===== config.mk =====
export PLATFORM = sky130hd
export DESIGN_NAME = smc_ctrl
export DESIGN_NICKNAME = d
export VERILOG_FILES = /design/src/hdl/smc_pkg.sv /design/src/hdl/smc_ctrl.sv /design/src/hdl/smc_mode_decode.sv
export VERILOG_INCLUDE_DIRS = /design/src /design/src/hdl
export SDC_FILE = /design/constraint.sdc
export NUM_CORES = 1
export LEC_CHECK = 0
export BUFFER_PORTS_ARGS = -buffer_cell sky130_fd_sc_hd__buf_2
export CORE_MARGIN = 5
export CORE_UTILIZATION = 30
export DETAILED_ROUTE_END_ITERATION = 6
export PLACE_DENSITY = 0.54
export REMOVE_ABC_BUFFERS = 1
export SKIP_CTS_REPAIR_TIMING = 1
export SLEW_MARGIN = 10
export SYNTH_ARGS = -nofsm -noshare
export SYNTH_HDL_FRONTEND = slang
export SYNTH_SLANG_ARGS = --single-unit

===== constraint.sdc =====
create_clock -name clk -period 3.85 [get_ports clk]
set_clock_uncertainty 0.15 [all_clocks]
set_input_delay 0.77 -clock clk [delete_from_list [all_inputs] [get_ports clk]]
set_output_delay 0.77 -clock clk [all_outputs]
set_load 0.005 [all_outputs]

===== src/hdl/smc_consts.svh =====
// smc_consts.svh: offsets, field positions, reset values and timing counts
// assumes: included by bare name from the controller module only
`ifndef SMC_CONSTS_SVH
`define SMC_CONSTS_SVH

// apb byte offsets of the control and status words
`define SMC_OFF_GLOBAL     12'h000
`define SMC_OFF_DEVCFG0    12'h010
`define SMC_OFF_STANDBY    12'h020
`define SMC_OFF_STATUS     12'h024
`define SMC_OFF_ACCESS     12'h028
`define SMC_OFF_LASTCMD    12'h02c

// global_config field positions
`define SMC_GC_INIT        0
`define SMC_GC_MRS         1
`define SMC_GC_LCR         2
// domain_device_config field positions
`define SMC_DC_WBS         0
`define SMC_DC_ROM         1
`define SMC_DC_BUS16       2
// reset values
`define SMC_GC_RST         32'h0000_0000
`define SMC_DC_RST         32'h0000_0000

// command word fields on the address pins
`define SMC_CMD_BL_LSB     0
`define SMC_CMD_BO_BIT     3
`define SMC_CMD_CAS_LSB    4
`define SMC_CMD_OM_LSB     7
`define SMC_CMD_WB_BIT     9

// timing
`define SMC_CLK_MHZ        25
`define SMC_FLASH_INIT_US  100
`define SMC_NOP_EXIT       10
`define SMC_NOP_ENTRY      2
`define SMC_STAB_CYC       16

`endif


===== src/hdl/smc_pkg.sv =====
// smc_pkg.sv: types shared by the memory-controller slice
// assumes: constants come from smc_consts.svh
package smc_pkg;
  // memory command put on the ras/cas/we pins
  typedef enum logic [2:0] {
    SMC_CMD_NOP  = 3'h0,
    SMC_CMD_PALL = 3'h1,
    SMC_CMD_AREF = 3'h2,
    SMC_CMD_SREF = 3'h3,
    SMC_CMD_SRX  = 3'h4,
    SMC_CMD_MODE = 3'h5,
    SMC_CMD_LOAD = 3'h6,
    SMC_CMD_READ = 3'h7
  } smc_cmd_t;

  // decoded mode command word fields
  typedef struct packed {
    logic [2:0] resv;
    logic       writeBurstSelect;
    logic [1:0] operatingModeCode;
    logic [2:0] casLatencyCode;
    logic       burstOrder;
    logic [2:0] burstLenCode;
  } smc_mode_word_t;

  // decoded timing of one command word
  typedef struct packed {
    logic [3:0] burstLen;
    logic [3:0] casLatency;
    logic [1:0] rasClocks;
    logic       interleaved;
    logic       singleWrite;
    logic       valid;
  } smc_mode_dec_t;
endpackage


===== src/hdl/smc_ctrl.sv =====
// smc_ctrl.sv: mode/config command words, self refresh, chip selects
// assumes: apb slave on clk, memory side on the same clock, no bus wait
//
// Implementation choices: the APB interface to the registers and the register offsets.
`timescale 1ns/10ps
`default_nettype none
`include "smc_consts.svh"
module smc_ctrl
  import smc_pkg::*;
#(
  parameter int NUM_DOMAINS = 4,
  parameter int FLASH_INIT_CYC = `SMC_FLASH_INIT_US * `SMC_CLK_MHZ
)(
  // clock and reset
  input  wire logic        clk,
  input  wire logic        rst_n,
  // apb slave
  input  wire logic        psel,
  input  wire logic        penable,
  input  wire logic        pwrite,
  input  wire logic [11:0] paddr,
  input  wire logic [31:0] pwdata,
  output logic             pready,
  output logic             pslverr,
  output logic [31:0]      prdata,
  // processor side
  input  wire logic        boot_low_map_option,
  input  wire logic        standbyReq,
  input  wire logic        flashWpIn,
  output logic             standbyAck,
  // memory side
  output logic [12:0]      memAddr,
  output smc_cmd_t         memCmd,
  output logic [3:0]       domain_select_n,
  output logic             mem_clock_enable_out
);
  localparam int CW = 14;

  ////////////////////////////////////////////////////////////////////////
  // registers
  logic [31:0]      global_config_r;
  logic [31:0]      domain_device_config_r [NUM_DOMAINS];
  logic             bootLow_r;
  logic             bootSeen_r;
  logic [31:0]      accessAddr_r;
  logic [12:0]      lastCmd_r;
  logic [CW-1:0]    flashCnt_r;
  logic             flashReady_r;
  logic             wpPrev_r;
  smc_mode_dec_t    lastDec;
  logic [1:0]       dom;
  logic             domHit;
  logic             isMode;
  logic             isLoad;
  logic             wrEn;
  logic             rdEn;
  logic             accRd;

  assign wrEn = psel && penable && pwrite;
  assign rdEn = psel && penable && !pwrite;
  assign accRd = rdEn && (paddr == `SMC_OFF_ACCESS);
  assign pready = 1'b1;                 // zero-wait slave
  assign pslverr = 1'b0;

  // global and per-domain configuration writes
  always_ff @(posedge clk or negedge rst_n) begin
    if (!rst_n) begin
      global_config_r <= `SMC_GC_RST;
    end else if (wrEn && paddr == `SMC_OFF_GLOBAL) begin
      global_config_r <= {29'h0, pwdata[2:0]};
    end
  end

  // one config word per domain, each its own type and bus width
  genvar g;
  generate
    for (g = 0; g < NUM_DOMAINS; g++) begin : gDom
      always_ff @(posedge clk or negedge rst_n) begin
        if (!rst_n) begin
          domain_device_config_r[g] <= `SMC_DC_RST;
        end else if (wrEn && paddr == 12'(`SMC_OFF_DEVCFG0 + 4 * g)) begin
          domain_device_config_r[g] <= {29'h0, pwdata[2:0]};
        end
      end
    end
  endgenerate

  // boot strap caught on the first clock after reset release
  always_ff @(posedge clk or negedge rst_n) begin
    if (!rst_n) begin
      bootLow_r  <= 1'b0;
      bootSeen_r <= 1'b0;
    end else if (!bootSeen_r) begin
      bootLow_r  <= boot_low_map_option;
      bootSeen_r <= 1'b1;
    end
  end

  ////////////////////////////////////////////////////////////////////////
  // chip select decode from the access address top nibble
  always_comb begin
    dom = 2'h0;
    domHit = 1'b1;
    case (accessAddr_r[31:28])
      4'he:    dom = 2'h2;
      4'hd:    dom = 2'h1;
      4'hc:    dom = 2'h0;
      4'h0:    begin dom = 2'h3; domHit = bootLow_r; end
      4'hf:    begin dom = 2'h3; domHit = !bootLow_r; end
      default: domHit = 1'b0;
    endcase
  end

  // software places the target address then reads the access word
  always_ff @(posedge clk or negedge rst_n) begin
    if (!rst_n) begin
      accessAddr_r <= 32'h0;
    end else if (wrEn && paddr == `SMC_OFF_ACCESS) begin
      accessAddr_r <= pwdata;
    end
  end

  ////////////////////////////////////////////////////////////////////////
  // mode or load command on a read, chosen by global config, load only when the target domain is flash (wbs set)
  assign isMode = !global_config_r[`SMC_GC_INIT] &&
                  global_config_r[`SMC_GC_MRS] &&
                  !global_config_r[`SMC_GC_LCR];
  assign isLoad = global_config_r[`SMC_GC_LCR] &&
                  domain_device_config_r[dom][`SMC_DC_WBS];

  // address bits chosen per bus width: a22..a10 or a21..a9 window
  function automatic logic [12:0] cmdWord(input logic [31:0] a,
                                          input logic        bus16);
    cmdWord = bus16 ? a[21:9] : a[22:10];
  endfunction

  smc_mode_decode uDec (
    .word    (smc_mode_word_t'(lastCmd_r)),
    .isRom   (domain_device_config_r[dom][`SMC_DC_ROM]),
    .isFlash (domain_device_config_r[dom][`SMC_DC_WBS]),
    .dec     (lastDec)
  );

  ////////////////////////////////////////////////////////////////////////
  // flash write-protect init timer
  always_ff @(posedge clk or negedge rst_n) begin
    if (!rst_n) begin
      wpPrev_r     <= 1'b0;
      flashCnt_r   <= '0;
      flashReady_r <= 1'b0;
    end else begin
      wpPrev_r <= flashWpIn;
      if (!flashWpIn) begin
        flashReady_r <= 1'b0;
        flashCnt_r   <= '0;
      end else if (!wpPrev_r) begin
        flashCnt_r   <= CW'(FLASH_INIT_CYC - 1);
      end else if (flashCnt_r != '0) begin
        flashCnt_r   <= flashCnt_r - 1'b1;
      end else begin
        flashReady_r <= 1'b1;
      end
    end
  end

  ////////////////////////////////////////////////////////////////////////
  // standby sequencer
  typedef enum logic [8:0] {
    ST_RUN   = 9'h001,
    ST_PALL  = 9'h002,
    ST_ENOP  = 9'h004,
    ST_CKLO  = 9'h008,
    ST_AREF  = 9'h010,
    ST_SREF  = 9'h020,
    ST_STAB  = 9'h040,
    ST_XNOP  = 9'h080,
    ST_XREF  = 9'h100
  } smc_state_t;
  smc_state_t state_r;
  smc_state_t state_nxt;
  logic [4:0] cnt_r;
  logic [4:0] cnt_nxt;

  always_comb begin
    state_nxt = state_r;
    cnt_nxt = (cnt_r != 5'h0) ? cnt_r - 5'h1 : 5'h0;
    case (state_r)
      ST_RUN:  if (standbyReq) state_nxt = ST_PALL;
      ST_PALL: begin
        state_nxt = ST_ENOP;
        cnt_nxt = 5'(`SMC_NOP_ENTRY - 1);
      end
      ST_ENOP: if (cnt_r == 5'h0) state_nxt = ST_CKLO;
      ST_CKLO: state_nxt = ST_AREF;
      ST_AREF: state_nxt = ST_SREF;
      ST_SREF: if (!standbyReq) begin
        state_nxt = ST_STAB;
        cnt_nxt = 5'(`SMC_STAB_CYC - 1);
      end
      ST_STAB: if (cnt_r == 5'h0) begin
        state_nxt = ST_XNOP;
        cnt_nxt = 5'(`SMC_NOP_EXIT - 1);
      end
      ST_XNOP: if (cnt_r == 5'h0) state_nxt = ST_XREF;
      ST_XREF: state_nxt = ST_RUN;
      default: state_nxt = ST_RUN;
    endcase
  end

  always_ff @(posedge clk or negedge rst_n) begin
    if (!rst_n) begin
      state_r <= ST_RUN;
      cnt_r   <= 5'h0;
    end else begin
      state_r <= state_nxt;
      cnt_r   <= cnt_nxt;
    end
  end

  // clock enable falls before entry refresh, rises at the end of stab
  always_ff @(posedge clk or negedge rst_n) begin
    if (!rst_n) begin
      mem_clock_enable_out <= 1'b1;
    end else if (state_nxt == ST_CKLO) begin
      mem_clock_enable_out <= 1'b0;
    end else if (state_nxt == ST_XNOP) begin
      mem_clock_enable_out <= 1'b1;
    end
  end

  ////////////////////////////////////////////////////////////////////////
  // memory command, address and chip select outputs
  always_ff @(posedge clk or negedge rst_n) begin
    if (!rst_n) begin
      memCmd          <= SMC_CMD_NOP;
      memAddr         <= 13'h0;
      domain_select_n <= 4'hf;
      lastCmd_r       <= 13'h0;
    end else begin
      memCmd          <= SMC_CMD_NOP;
      domain_select_n <= 4'hf;
      case (state_nxt)
        ST_PALL: begin
          memCmd <= SMC_CMD_PALL;
          domain_select_n <= 4'h0;
        end
        ST_AREF, ST_XREF: begin
          // flash domains never see an auto refresh; self refresh entry and exit select all domains
          memCmd <= SMC_CMD_AREF;
          for (int i = 0; i < NUM_DOMAINS; i++) begin
            domain_select_n[i] <=
              domain_device_config_r[i][`SMC_DC_WBS];
          end
        end
        ST_SREF: if (state_r == ST_AREF) begin
          memCmd <= SMC_CMD_SREF;
          domain_select_n <= 4'h0;
        end
        ST_RUN: if (state_r == ST_XREF) begin
          memCmd <= SMC_CMD_SRX;
          domain_select_n <= 4'h0;
        end else if (accRd && domHit &&
                     (!domain_device_config_r[dom][`SMC_DC_WBS] ||
                      flashReady_r)) begin
          memAddr <= cmdWord(accessAddr_r,
                             domain_device_config_r[dom][`SMC_DC_BUS16]);
          domain_select_n[dom] <= 1'b0;
          if (isMode) begin
            memCmd    <= SMC_CMD_MODE;
            lastCmd_r <= cmdWord(accessAddr_r,
                         domain_device_config_r[dom][`SMC_DC_BUS16]);
          end else if (isLoad) begin
            memCmd <= SMC_CMD_LOAD;
          end else begin
            memCmd <= SMC_CMD_READ;
          end
        end
        default: ;
      endcase
    end
  end

  assign standbyAck = (state_r == ST_SREF);

  ////////////////////////////////////////////////////////////////////////
  // read mux; unmapped offsets read zero
  always_comb begin
    prdata = 32'h0;
    case (paddr)
      `SMC_OFF_GLOBAL:  prdata = global_config_r;
      `SMC_OFF_ACCESS:  prdata = accessAddr_r;
      `SMC_OFF_LASTCMD: prdata = {19'h0, lastCmd_r};
      `SMC_OFF_STATUS:  prdata = {lastDec.burstLen, lastDec.casLatency,
                                  lastDec.rasClocks, lastDec.interleaved,
                                  lastDec.singleWrite, lastDec.valid,
                                  flashReady_r, bootLow_r,
                                  mem_clock_enable_out, standbyAck, 14'h0,
                                  state_r == ST_RUN};
      default: begin
        for (int i = 0; i < NUM_DOMAINS; i++) begin
          if (paddr == 12'(`SMC_OFF_DEVCFG0 + 4 * i)) begin
            prdata = domain_device_config_r[i];
          end
        end
      end
    endcase
  end
endmodule
`default_nettype wire


===== src/hdl/smc_mode_decode.sv =====
// smc_mode_decode.sv: decodes a mode command word per device type
// assumes: purely combinational, used by smc_ctrl
`timescale 1ns/10ps
`default_nettype none
module smc_mode_decode
  import smc_pkg::*;
(
  // command word and device type
  input  wire smc_mode_word_t word,
  input  wire logic           isRom,
  input  wire logic           isFlash,
  // decoded result
  output smc_mode_dec_t       dec
);
  // per-type tables; reserved codes clear valid
  always_comb begin
    dec = '0;
    dec.interleaved = word.burstOrder;
    if (isRom) begin
      // rom burst length from two low bits only
      case (word.burstLenCode[1:0])
        2'h1:    dec.burstLen = 4'h4;
        2'h2:    dec.burstLen = 4'h8;
        default: dec.burstLen = 4'h0;
      endcase
      // cas 001..111 maps to two..eight, 000 reserved
      dec.casLatency = (word.casLatencyCode == 3'h0) ? 4'h0 :
                       4'({1'b0, word.casLatencyCode} + 4'h1);
      // ras field sits in bit 7 of the rom layout
      dec.rasClocks = word.operatingModeCode[0] ? 2'h2 : 2'h1;
      dec.singleWrite = 1'b0;
    end else if (isFlash) begin
      case (word.burstLenCode)
        3'h0:    dec.burstLen = 4'h1;
        3'h1:    dec.burstLen = 4'h2;
        3'h2:    dec.burstLen = 4'h4;
        3'h3:    dec.burstLen = 4'h8;
        default: dec.burstLen = 4'h0;
      endcase
      dec.casLatency = (word.casLatencyCode <= 3'h3) ?
                       {1'b0, word.casLatencyCode} : 4'h0;
      dec.singleWrite = word.writeBurstSelect;
    end else begin
      case (word.burstLenCode)
        3'h2:    dec.burstLen = 4'h4;
        3'h3:    dec.burstLen = 4'h8;
        default: dec.burstLen = 4'h0;
      endcase
      // only latency two and three exist for sdram
      case (word.casLatencyCode)
        3'h2:    dec.casLatency = 4'h2;
        3'h3:    dec.casLatency = 4'h3;
        default: dec.casLatency = 4'h0;
      endcase
      dec.singleWrite = word.writeBurstSelect;
    end
    dec.valid = (dec.burstLen != 4'h0) && (dec.casLatency != 4'h0);
  end
endmodule
`default_nettype wire


Word level (Yosys, flattened, before mapping)
Cells that the tools add are included.
{"block": "word_totals", "elab_cells": 156, "in_bits": 52, "register_bits": 113}
{"block": "op_classes", "add_sub_neg": 3, "n_reduce_logical": 39, "mux": 52, "n_lt_le_gt_ge": 4, "n_eq_ne": 37, "bitwise": 3}
{"operator": "$pmux 32 s4", "n": 1}
{"operator": "$mux 32", "n": 3}
{"operator": "$pmux 9 s8", "n": 1}
{"operator": "$bmux 32 s2", "n": 1}
{"operator": "$eq 12x5->1 const B", "n": 4}
{"operator": "$mux 9", "n": 5}
{"operator": "$mux 14", "n": 3}
{"operator": "$eq 12x6->1 const B", "n": 3}
{"operator": "$pmux 4 s4", "n": 2}
{"operator": "$eq 9x1->1 const B", "n": 2}
{"operator": "$eq 9x2->1 const B", "n": 2}
{"operator": "$eq 9x4->1 const B", "n": 2}
{"operator": "$eq 9x5->1 const B", "n": 2}
{"operator": "$eq 9x6->1 const B", "n": 2}
{"operator": "$eq 9x8->1 const B", "n": 2}
{"operator": "$eq 9x9->1 const B", "n": 2}
{"operator": "$mux 3", "n": 6}
{"operator": "$logic_and 1x1->1", "n": 17}
{"operator": "$eq 4x4->1 const B", "n": 4}
{"operator": "$mux 4", "n": 4}
{"operator": "$mux 8", "n": 2}
{"operator": "$pmux 4 s2", "n": 2}
{"operator": "$mux 5", "n": 3}
{"operator": "$pmux 5 s3", "n": 1}
{"operator": "42 further kinds", "n": 62}

Logic depth before layout (Yosys ltp)
Gate-level depths: netlist (run 1).
{"block": "logic_depth", "ltp_word": 13, "depth_mapped": 9}

Cells and area by module
A second synthesis (run 1) with hierarchy kept.
{"block": "hier_totals", "cells_unflattened": 556, "hier_area_um2": 6193.4}
{"module": "smc_ctrl", "cells_per_inst": 511, "area_each_um2": 5910.7, "seq_area_each_um2": 2835.2, "n_inst": 1}
{"module": "smc_mode_decode", "cells_per_inst": 45, "area_each_um2": 282.8, "seq_area_each_um2": 0.0, "n_inst": 1}

Worst setup path before layout (run 1)
OpenSTA, ideal clock, no wires.
{"block": "synth_timing", "path_kind": "input to output", "startpoint": "input paddr[1]", "endpoint": "output prdata[28]", "t_required_ns": 2.930, "t_arrival_ns": 2.560, "cell_stages": 6, "path_slack_ns": 0.370, "cell_sequence": "or4_4 > or4_4 > nor2_2 > nand2_1 > nor3_1 > a22o_1"}
{"block": "synth_between", "elab_chain_cells": 4, "word_cells_on_any_way": 9, "cone_classes": "eq/ne: 5; mux: 3; reduce/logical: 1"}
{"element": "start: declaration", "line_no": "smc_ctrl.sv:21", "source": "input wire logic [11:0] paddr,"}
{"element": "$eq 12x5->1", "line_no": "smc_ctrl.sv:301", "source": "if (paddr == 12'(`SMC_OFF_DEVCFG0 + 4 * i)) begin"}
{"element": "$mux 32 (2 in series)", "line_no": "smc_ctrl.sv:301"}
{"element": "$pmux 32 s4 *", "line_no": "smc_ctrl.sv:289", "source": "case (paddr)"}
{"element": "end: declaration", "line_no": "smc_ctrl.sv:25", "source": "output logic [31:0] prdata,"}
Mark *: on every way between the ends. The rest lies on a longest branch, timed or not.

Final worst setup path (run 1)
{"block": "layout_timing", "startpoint": "input paddr[1]", "endpoint": "output prdata[24]"}
The elaborated chain is that of the path after synthesis.

==> results of run 1 <==
[power groups by stage]
stage | logic [mW] | clock network [mW] | registers [mW]
2_1_floorplan | 0.359 | 0 | 1.37
3_3_place_gp | 0.523 | 0 | 1.39
3_5_place_dp | 0.543 | 0 | 1.39
4_1_cts | 0.545 | 1.64 | 1.37
5_1_grt | 0.602 | 1.71 | 1.38
6_report | 0.540 | 1.60 | 1.37
[metal layers]
| layer | wire length, um | vias to the layer above | part of all wire | GRT usage |
|---|---|---|---|---|
| li1 | - | 2263 | - | - |
| met1 | 7500 | 2394 | 0.44 | 0.182 |
| met2 | 8230 | 119 | 0.48 | 0.238 |
| met3 | 937 | 24 | 0.055 | 0.0471 |
| met4 | 340 | 0 | 0.020 | 0.0530 |
| met5 | 0 | - | 0 | 0 |
[cell type report]
| type | count | area [sq um] | area share |
|---|---|---|---|
| clock inverters | 15 | 183 | 0.0238 |
| clock buffers | 17 | 425 | 0.0554 |
| inverters | 18 | 67.6 | 0.00880 |
| multi-input cells | 389 | 3100 | 0.404 |
| repair buffers | 128 | 726 | 0.0945 |
| well taps | 270 | 338 | 0.0440 |
| flip-flops and latches | 113 | 2840 | 0.369 |
[kinds of logic after synthesis]
| logic type | synth area share |
|---|---|
| simple gates | 0.155 |
| flops | 0.465 |
| mux | 0.183 |
| compound gates | 0.119 |
| buf+inv | 0.0357 |
| xor+xnor | 0.0244 |
| fa+ha+maj | 0.0164 |
| other cells | 0.00123 |
[layout by cell type (no fill, tap or decap), types with 5 or more instances in the layout]
cell,netlist,layout
buf_2,10,104
nor2b_1,7,7
nor3b_1,6,6
o21ai_0,14,14
dfrtp_1,107,107
mux2i_1,6,6
and2_1,6,5
dfstp_2,6,6
buf_4,2,22
inv_1,18,18
ha_1,8,8
nand2_1,32,32
xnor2_1,12,12
nand2b_1,8,8
a21oi_1,14,13
a22o_1,17,17
nor3_1,13,12
a221o_1,7,6
or3_1,5,5
nor4_1,5,5
nor2_1,41,40
mux2_2,88,88
xor2_1,5,5
clkbuf_16,0,17
nand3_1,8,8
[worst reg2reg max path, stage by stage, from the launching register on]
cell and delay, ns:
dfrtp_1 0.58, nor4_4 0.44, a21oi_2 0.12, a221o_2 0.52
buf_4 0.19, o2111ai_2 0.16, buf_4 0.28, mux2_2 0.37
[how the worst min path moves through the flow]
stage,start,to,slack (ns)
after floorplan,rst_n,accessAddr_r[0],0.32
after global placement,bootSeen_r,bootLow_r,0.33
after detailed placement,bootSeen_r,bootLow_r,0.34
after CTS,rst_n,state_r[1],0.30
after global routing,rst_n,memCmd[2],0.33
final,rst_n,state_r[4],0.28
[registers in the layout, indices dropped and copies added (netlist names)]
register	flops
mem_clock_enable_out	1
state_r	9
domain_select_n	4
lastCmd_r	13
bootSeen_r	1
flashReady_r	1
domain_device_config_r	12
accessAddr_r	32
cnt_r	5
bootLow_r	1
flashCnt_r	14
wpPrev_r	1
memCmd	3
memAddr	13
global_config_r	3
[per-stage QoR]
| step | std cells | utilization |
|---|---|---|
| final | 950 | 0.382 |
| after detailed placement | 918 | 0.349 |
| after CTS | 950 | 0.380 |
| after global placement | 918 | 0.349 |
| after floorplan | 520 | - |
| after global routing | 950 | 0.382 |
==> impl_metrics.csv, run 1 <==
group,metric,value,unit
outcome,status,"complete, no violations",
placement,dp_hpwl,12600,um
timing,drv_slew,0,
logic_synthesis,synth_async_sr_flop_share,1.00,
critical_path,path_cells,"buf_2, or4_4, or4_4, nor2_4, nand2b_1, o32ai_1, a21o_1, buf_2",
timing,fmax,264,MHz
clocking,cts_made_buffers,17,
critical_path,critPathTopFamily,"simple AND/OR/NAND/NOR gates",
clocking,cts-root-buf,"clkbuf_16",
timing,finalSetupViolCount,0,
critical_path,cp_max_fo,4,
logic_synthesis,syn_area,0.00610,sq mm
critical_path,cp-startpoint,"paddr[1]",
floorplanning,die_x,153,um
pwr,p_total,3.51,mW
logic_synthesis,yosys_warnings,0,
logic_synthesis,ys_types,71,
logic_synthesis,synth.avg_cell_area,11.1,sq um
floorplanning,initial_core_util,0.303,
global_route,track_usage,0.146,
global_route,grt_pass1_wl,27400,um
timing,layout_setup_ws,0.0571,ns
logic_synthesis,synth.most_common_cell,"dfrtp_1",
critical_path,cp-start-kind,"primary input",
pwr,power.internal,2.55,mW
critical_path,r2r_cells,7,
detailed_routing,vias,4800,
logic_synthesis,syn_inst,549,
layout,final_layout_size_suffix_gt1_frac,0.418,
placement,preCtsSetupSlack,-0.0595,ns
critical_path,slowest_stage,"or4_4",
placement,gp_congestion,0.864,
placement,placed_cell_area,0.00703,sq mm
clocking,cts_htree_levels,4,
logic_synthesis,synth_top_cell_area_share,0.439,
logic_synthesis,synth-edff-count,0,
layout,syn_to_final_growth,25.8,%
pwr,p_switching,958,uW
critical_path,critPathMaxStageDelay,0.57,ns
timing,timing.setup.tns,0,ns
timing,finalCritPeriodShare,0.985,
critical_path,path_depth,8,
logic_synthesis,yosysTopAreaCell,"dfrtp_1",
logic_synthesis,ys_ff_latch,113,
timing,period_needed,3.79,ns
floorplanning,row_count,52,
timing,hold_viol,0,
layout,final_cell_area,0.00768,sq mm
layout,antenna_cells,0,
logic_synthesis,ys_seq_area_frac,0.465,
pwr,cellLeakagePower,3.68,nW
critical_path,worstPathRequired,2.93,ns
clocking,clockBufferDepth,2,
clocking,cts_tree,"done",
logic_synthesis,synth_flop_cell,"dfrtp_1",
detailed_routing,first_iter_violations,187,
pwr,powerDensity,457,mW/mm^2
timing,rsz0062_at_grt,"yes",
pwr,pwr-share-clk,0.456,
placement,io_buffers,105,
clocking,clk_pin_slew,0.06,ns
pwr,seq_power_share,0.390,
floorplanning,boundaryPins,108,
job,drv_cap,0,
global_route,grt_max_degree,58,
clocking,clkSinkCount,113,
clocking,clk_latency,0.42,ns
layout,fill_cells,2022,
timing,worstMarginPinSlew,0.762,ns
detailed_routing,via_per_inst,5.05,
detailed_routing,drc,0,
detailed_routing,avgRoutedWirePerCell,17.9,um
global_route,antenna_found_initial,0,
critical_path,crit_buf_inv,2,
layout,nets,727,
global_route,first_global_vias,5122,
critical_path,crit_end,"prdata[24]",
critical_path,rrSetupSlack,0.92,ns
global_route,grt_overflow,0,
logic_synthesis,ys_top_cells_by_count,"dfrtp_1 (107), mux2_2 (88), nor2_1 (41)",
floorplanning,dieArea,0.0233,sq mm
floorplanning,die_y,153,um
critical_path,arrival,2.87,ns
min_path,min_path_type,"primary input to async pin",
critical_path,crit_path_end_kind,"output pin",
pwr,power.ir.vdd_worst,303,uV
detailed_routing,first_pass_iters,5,
pwr,power_switching_share,0.273,
pwr,pwr-share-comb,0.154,
critical_path,worstSetupPathType,"primary input to output pin",
floorplanning,core,0.0201,sq mm
detailed_routing,drt_wl_total,17000,um
detailed_routing,ant_nets,0,
critical_path,reg2reg_to,"memAddr[4]",
timing,hold_slack,0.283,ns
critical_path,timing.rr.start,"accessAddr_r[28]",
timing,slew_headroom,0.492,
logic_synthesis,ys_top_cells_by_area,"dfrtp_1 (44%), mux2_2 (16%), dfstp_2 (2.6%)",
(Power assumes the default switching activity.)
==> inputs of run 2 (changes only) <==
--- a/config.mk
+++ b/config.mk
@@ -12,6 +12,7 @@
 export DETAILED_ROUTE_END_ITERATION = 6
 export PLACE_DENSITY = 0.54
 export REMOVE_ABC_BUFFERS = 1
+export SETUP_SLACK_MARGIN = 0.2
 export SKIP_CTS_REPAIR_TIMING = 1
 export SLEW_MARGIN = 10
 export SYNTH_ARGS = -nofsm -noshare
==> run 2 against run 1 <==
Effect of this change:
- routed wire length up 0.40%
- clock power about the same
- fmax up 1.1%
- sequential share of layout area down 0.49 points
- worst hold slack worse by 0.0017 ns
- critical path depth unchanged
- final cell count up 0.63%
- global-route usage unchanged
- count of clock-buffer cells in the layout unchanged
==> impl_metrics.csv, run 2 (synthesis gave the netlist of run 1 again) <==
group,metric,value,unit
outcome,status,"complete, no violations",
layout,top_register,"accessAddr_r",
timing,hold_viol,0,
critical_path,path_cells,"buf_6, or4_4, or4_4, nor2_4, nand2b_1, buf_4, o21ai_0, buf_2",
floorplanning,die_x,153,um
critical_path,worstSetupPathType,"primary input to output pin",
timing,finalSetupViolCount,0,
floorplanning,die_y,153,um
clocking,clk_latency,0.42,ns
placement,preCtsSetupSlack,-0.0595,ns
global_route,first_global_vias,5122,
critical_path,worstPathRequired,2.93,ns
min_path,min_path_type,"primary input to async pin",
timing,period_needed,3.75,ns
layout,final_cell_area,0.00779,sq mm
timing,worstMarginPinSlew,0.764,ns
critical_path,cp-start-kind,"primary input",
pwr,cellLeakagePower,3.74,nW
critical_path,cp_max_fo,4,
timing,layout_setup_ws,0.0986,ns
critical_path,critPathMaxStageDelay,0.56,ns
detailed_routing,avgRoutedWirePerCell,17.9,um
pwr,power.ir.vdd_worst,302,uV
detailed_routing,ant_nets,0,
detailed_routing,via_per_inst,5.02,
critical_path,crit_path_end_kind,"output pin",
layout,largest_register_ffs,32,
layout,syn_to_final_growth,27.7,%
pwr,powerDensity,451,mW/mm^2
timing,finalCritPeriodShare,0.974,
clocking,cts_tree,"done",
detailed_routing,vias,4795,
layout,nets,733,
clocking,cts-root-buf,"clkbuf_16",
detailed_routing,first_iter_violations,172,
critical_path,reg2reg_to,"memAddr[4]",
clocking,clockBufferDepth,2,
layout,final_cell_mix,"dfrtp_1 (104), buf_2 (103), mux2_2 (88)",
timing,slew_headroom,0.491,
critical_path,timing.rr.start,"accessAddr_r[31]",
critical_path,rrSetupSlack,0.97,ns
timing,fmax,267,MHz
floorplanning,initial_core_util,0.303,
timing,timing.setup.tns,0,ns
layout,final_layout_size_suffix_gt1_frac,0.439,
timing,hold_slack,0.281,ns
critical_path,crit_end,"prdata[22]",
critical_path,arrival,2.83,ns
layout,final_util,0.387,
placement,io_buffers,105,
layout,reg_top3,"accessAddr_r: 32 flops, flashCnt_r: 14 flops",
placement,gp_congestion,0.864,
floorplanning,boundaryPins,108,
layout,layout_commonest_cell,"dfrtp_1",
timing,drv_slew,0,
detailed_routing,drc,0,
global_route,antenna_found_initial,0,
clocking,clkSinkCount,113,
placement,dp_hpwl,12600,um
global_route,track_usage,0.146,
timing,rsz0062_at_grt,"yes",
global_route,grt_pass1_wl,27400,um
clocking,clk_pin_slew,0.05,ns
critical_path,r2r_cells,8,
critical_path,slowest_stage,"or4_4",
detailed_routing,drt_wl_total,17100,um
layout,antenna_cells,0,
critical_path,critPathMostFrequentCell,"or4_4",
floorplanning,row_count,52,
detailed_routing,first_pass_iters,4,
global_route,grt_overflow,0,
job,drv_cap,0,
floorplanning,dieArea,0.0233,sq mm
clocking,cts_htree_levels,4,
placement,placed_cell_area,0.00703,sq mm
floorplanning,core,0.0201,sq mm
clocking,cts_made_buffers,17,
global_route,grt_max_degree,58,
critical_path,cp-startpoint,"paddr[9]",
[run 2: changes by cell type in the layout (fill, tap and decap cells not counted), sizes merged]
cell  delta
buf      +6
[run 2: layer usage]
| metal | vias up | wire length [um] | global-route usage |
|---|---|---|---|
| met4 | 0 | 295 | 0.0530 |
| met2 | 126 | 8260 | 0.238 |
| met1 | 2368 | 7600 | 0.182 |
| met5 | - | 0 | 0 |
| li1 | 2278 | - | - |
| met3 | 23 | 923 | 0.0471 |
[run 2: critical path: cells and delay by family]
family	cells	cell delay, ns
buffers and inverters	3	0.42
and+or+nand+nor	4	1.42
AOI/OAI and AO/OA	1	0.21
[run 2: worst min path at each step]
| stage | to | depth (start not counted) | startpoint |
|---|---|---|---|
| finish | memCmd[2] | 1 | rst_n |
| global route | memCmd[2] | 1 | rst_n |
| CTS | state_r[1] | 1 | rst_n |
| detailed placement | bootLow_r | 1 | bootSeen_r |
| global placement | bootLow_r | 1 | bootSeen_r |
| floorplan | accessAddr_r[0] | 0 | rst_n |
[run 2: where the power goes]
group          leakage [nW]  switching (mW)  internal (mW)
Combinational          1.94           0.299          0.242
Sequential             1.52          0.0775           1.29
Clock                 0.286           0.580           1.02
Total                  3.74           0.957           2.55
[run 2: layout make-up]
cell class | instances | area, sq um
clock buffers | 17 | 425
clock inverters | 15 | 183
repair buffers | 134 | 785
multi-input cells | 389 | 3150
well taps | 270 | 338
inverters | 18 | 67.6
flip-flops and latches | 113 | 2840
fillers | 2000 | 12300
[run 2: per-stage QoR]
stage               total power [mW]  std cells
CTS                             3.56        950
detailed placement              1.93        918
global placement                1.91        918
floorplan                       1.73        520
finish                          3.51        956
global route                    3.69        956
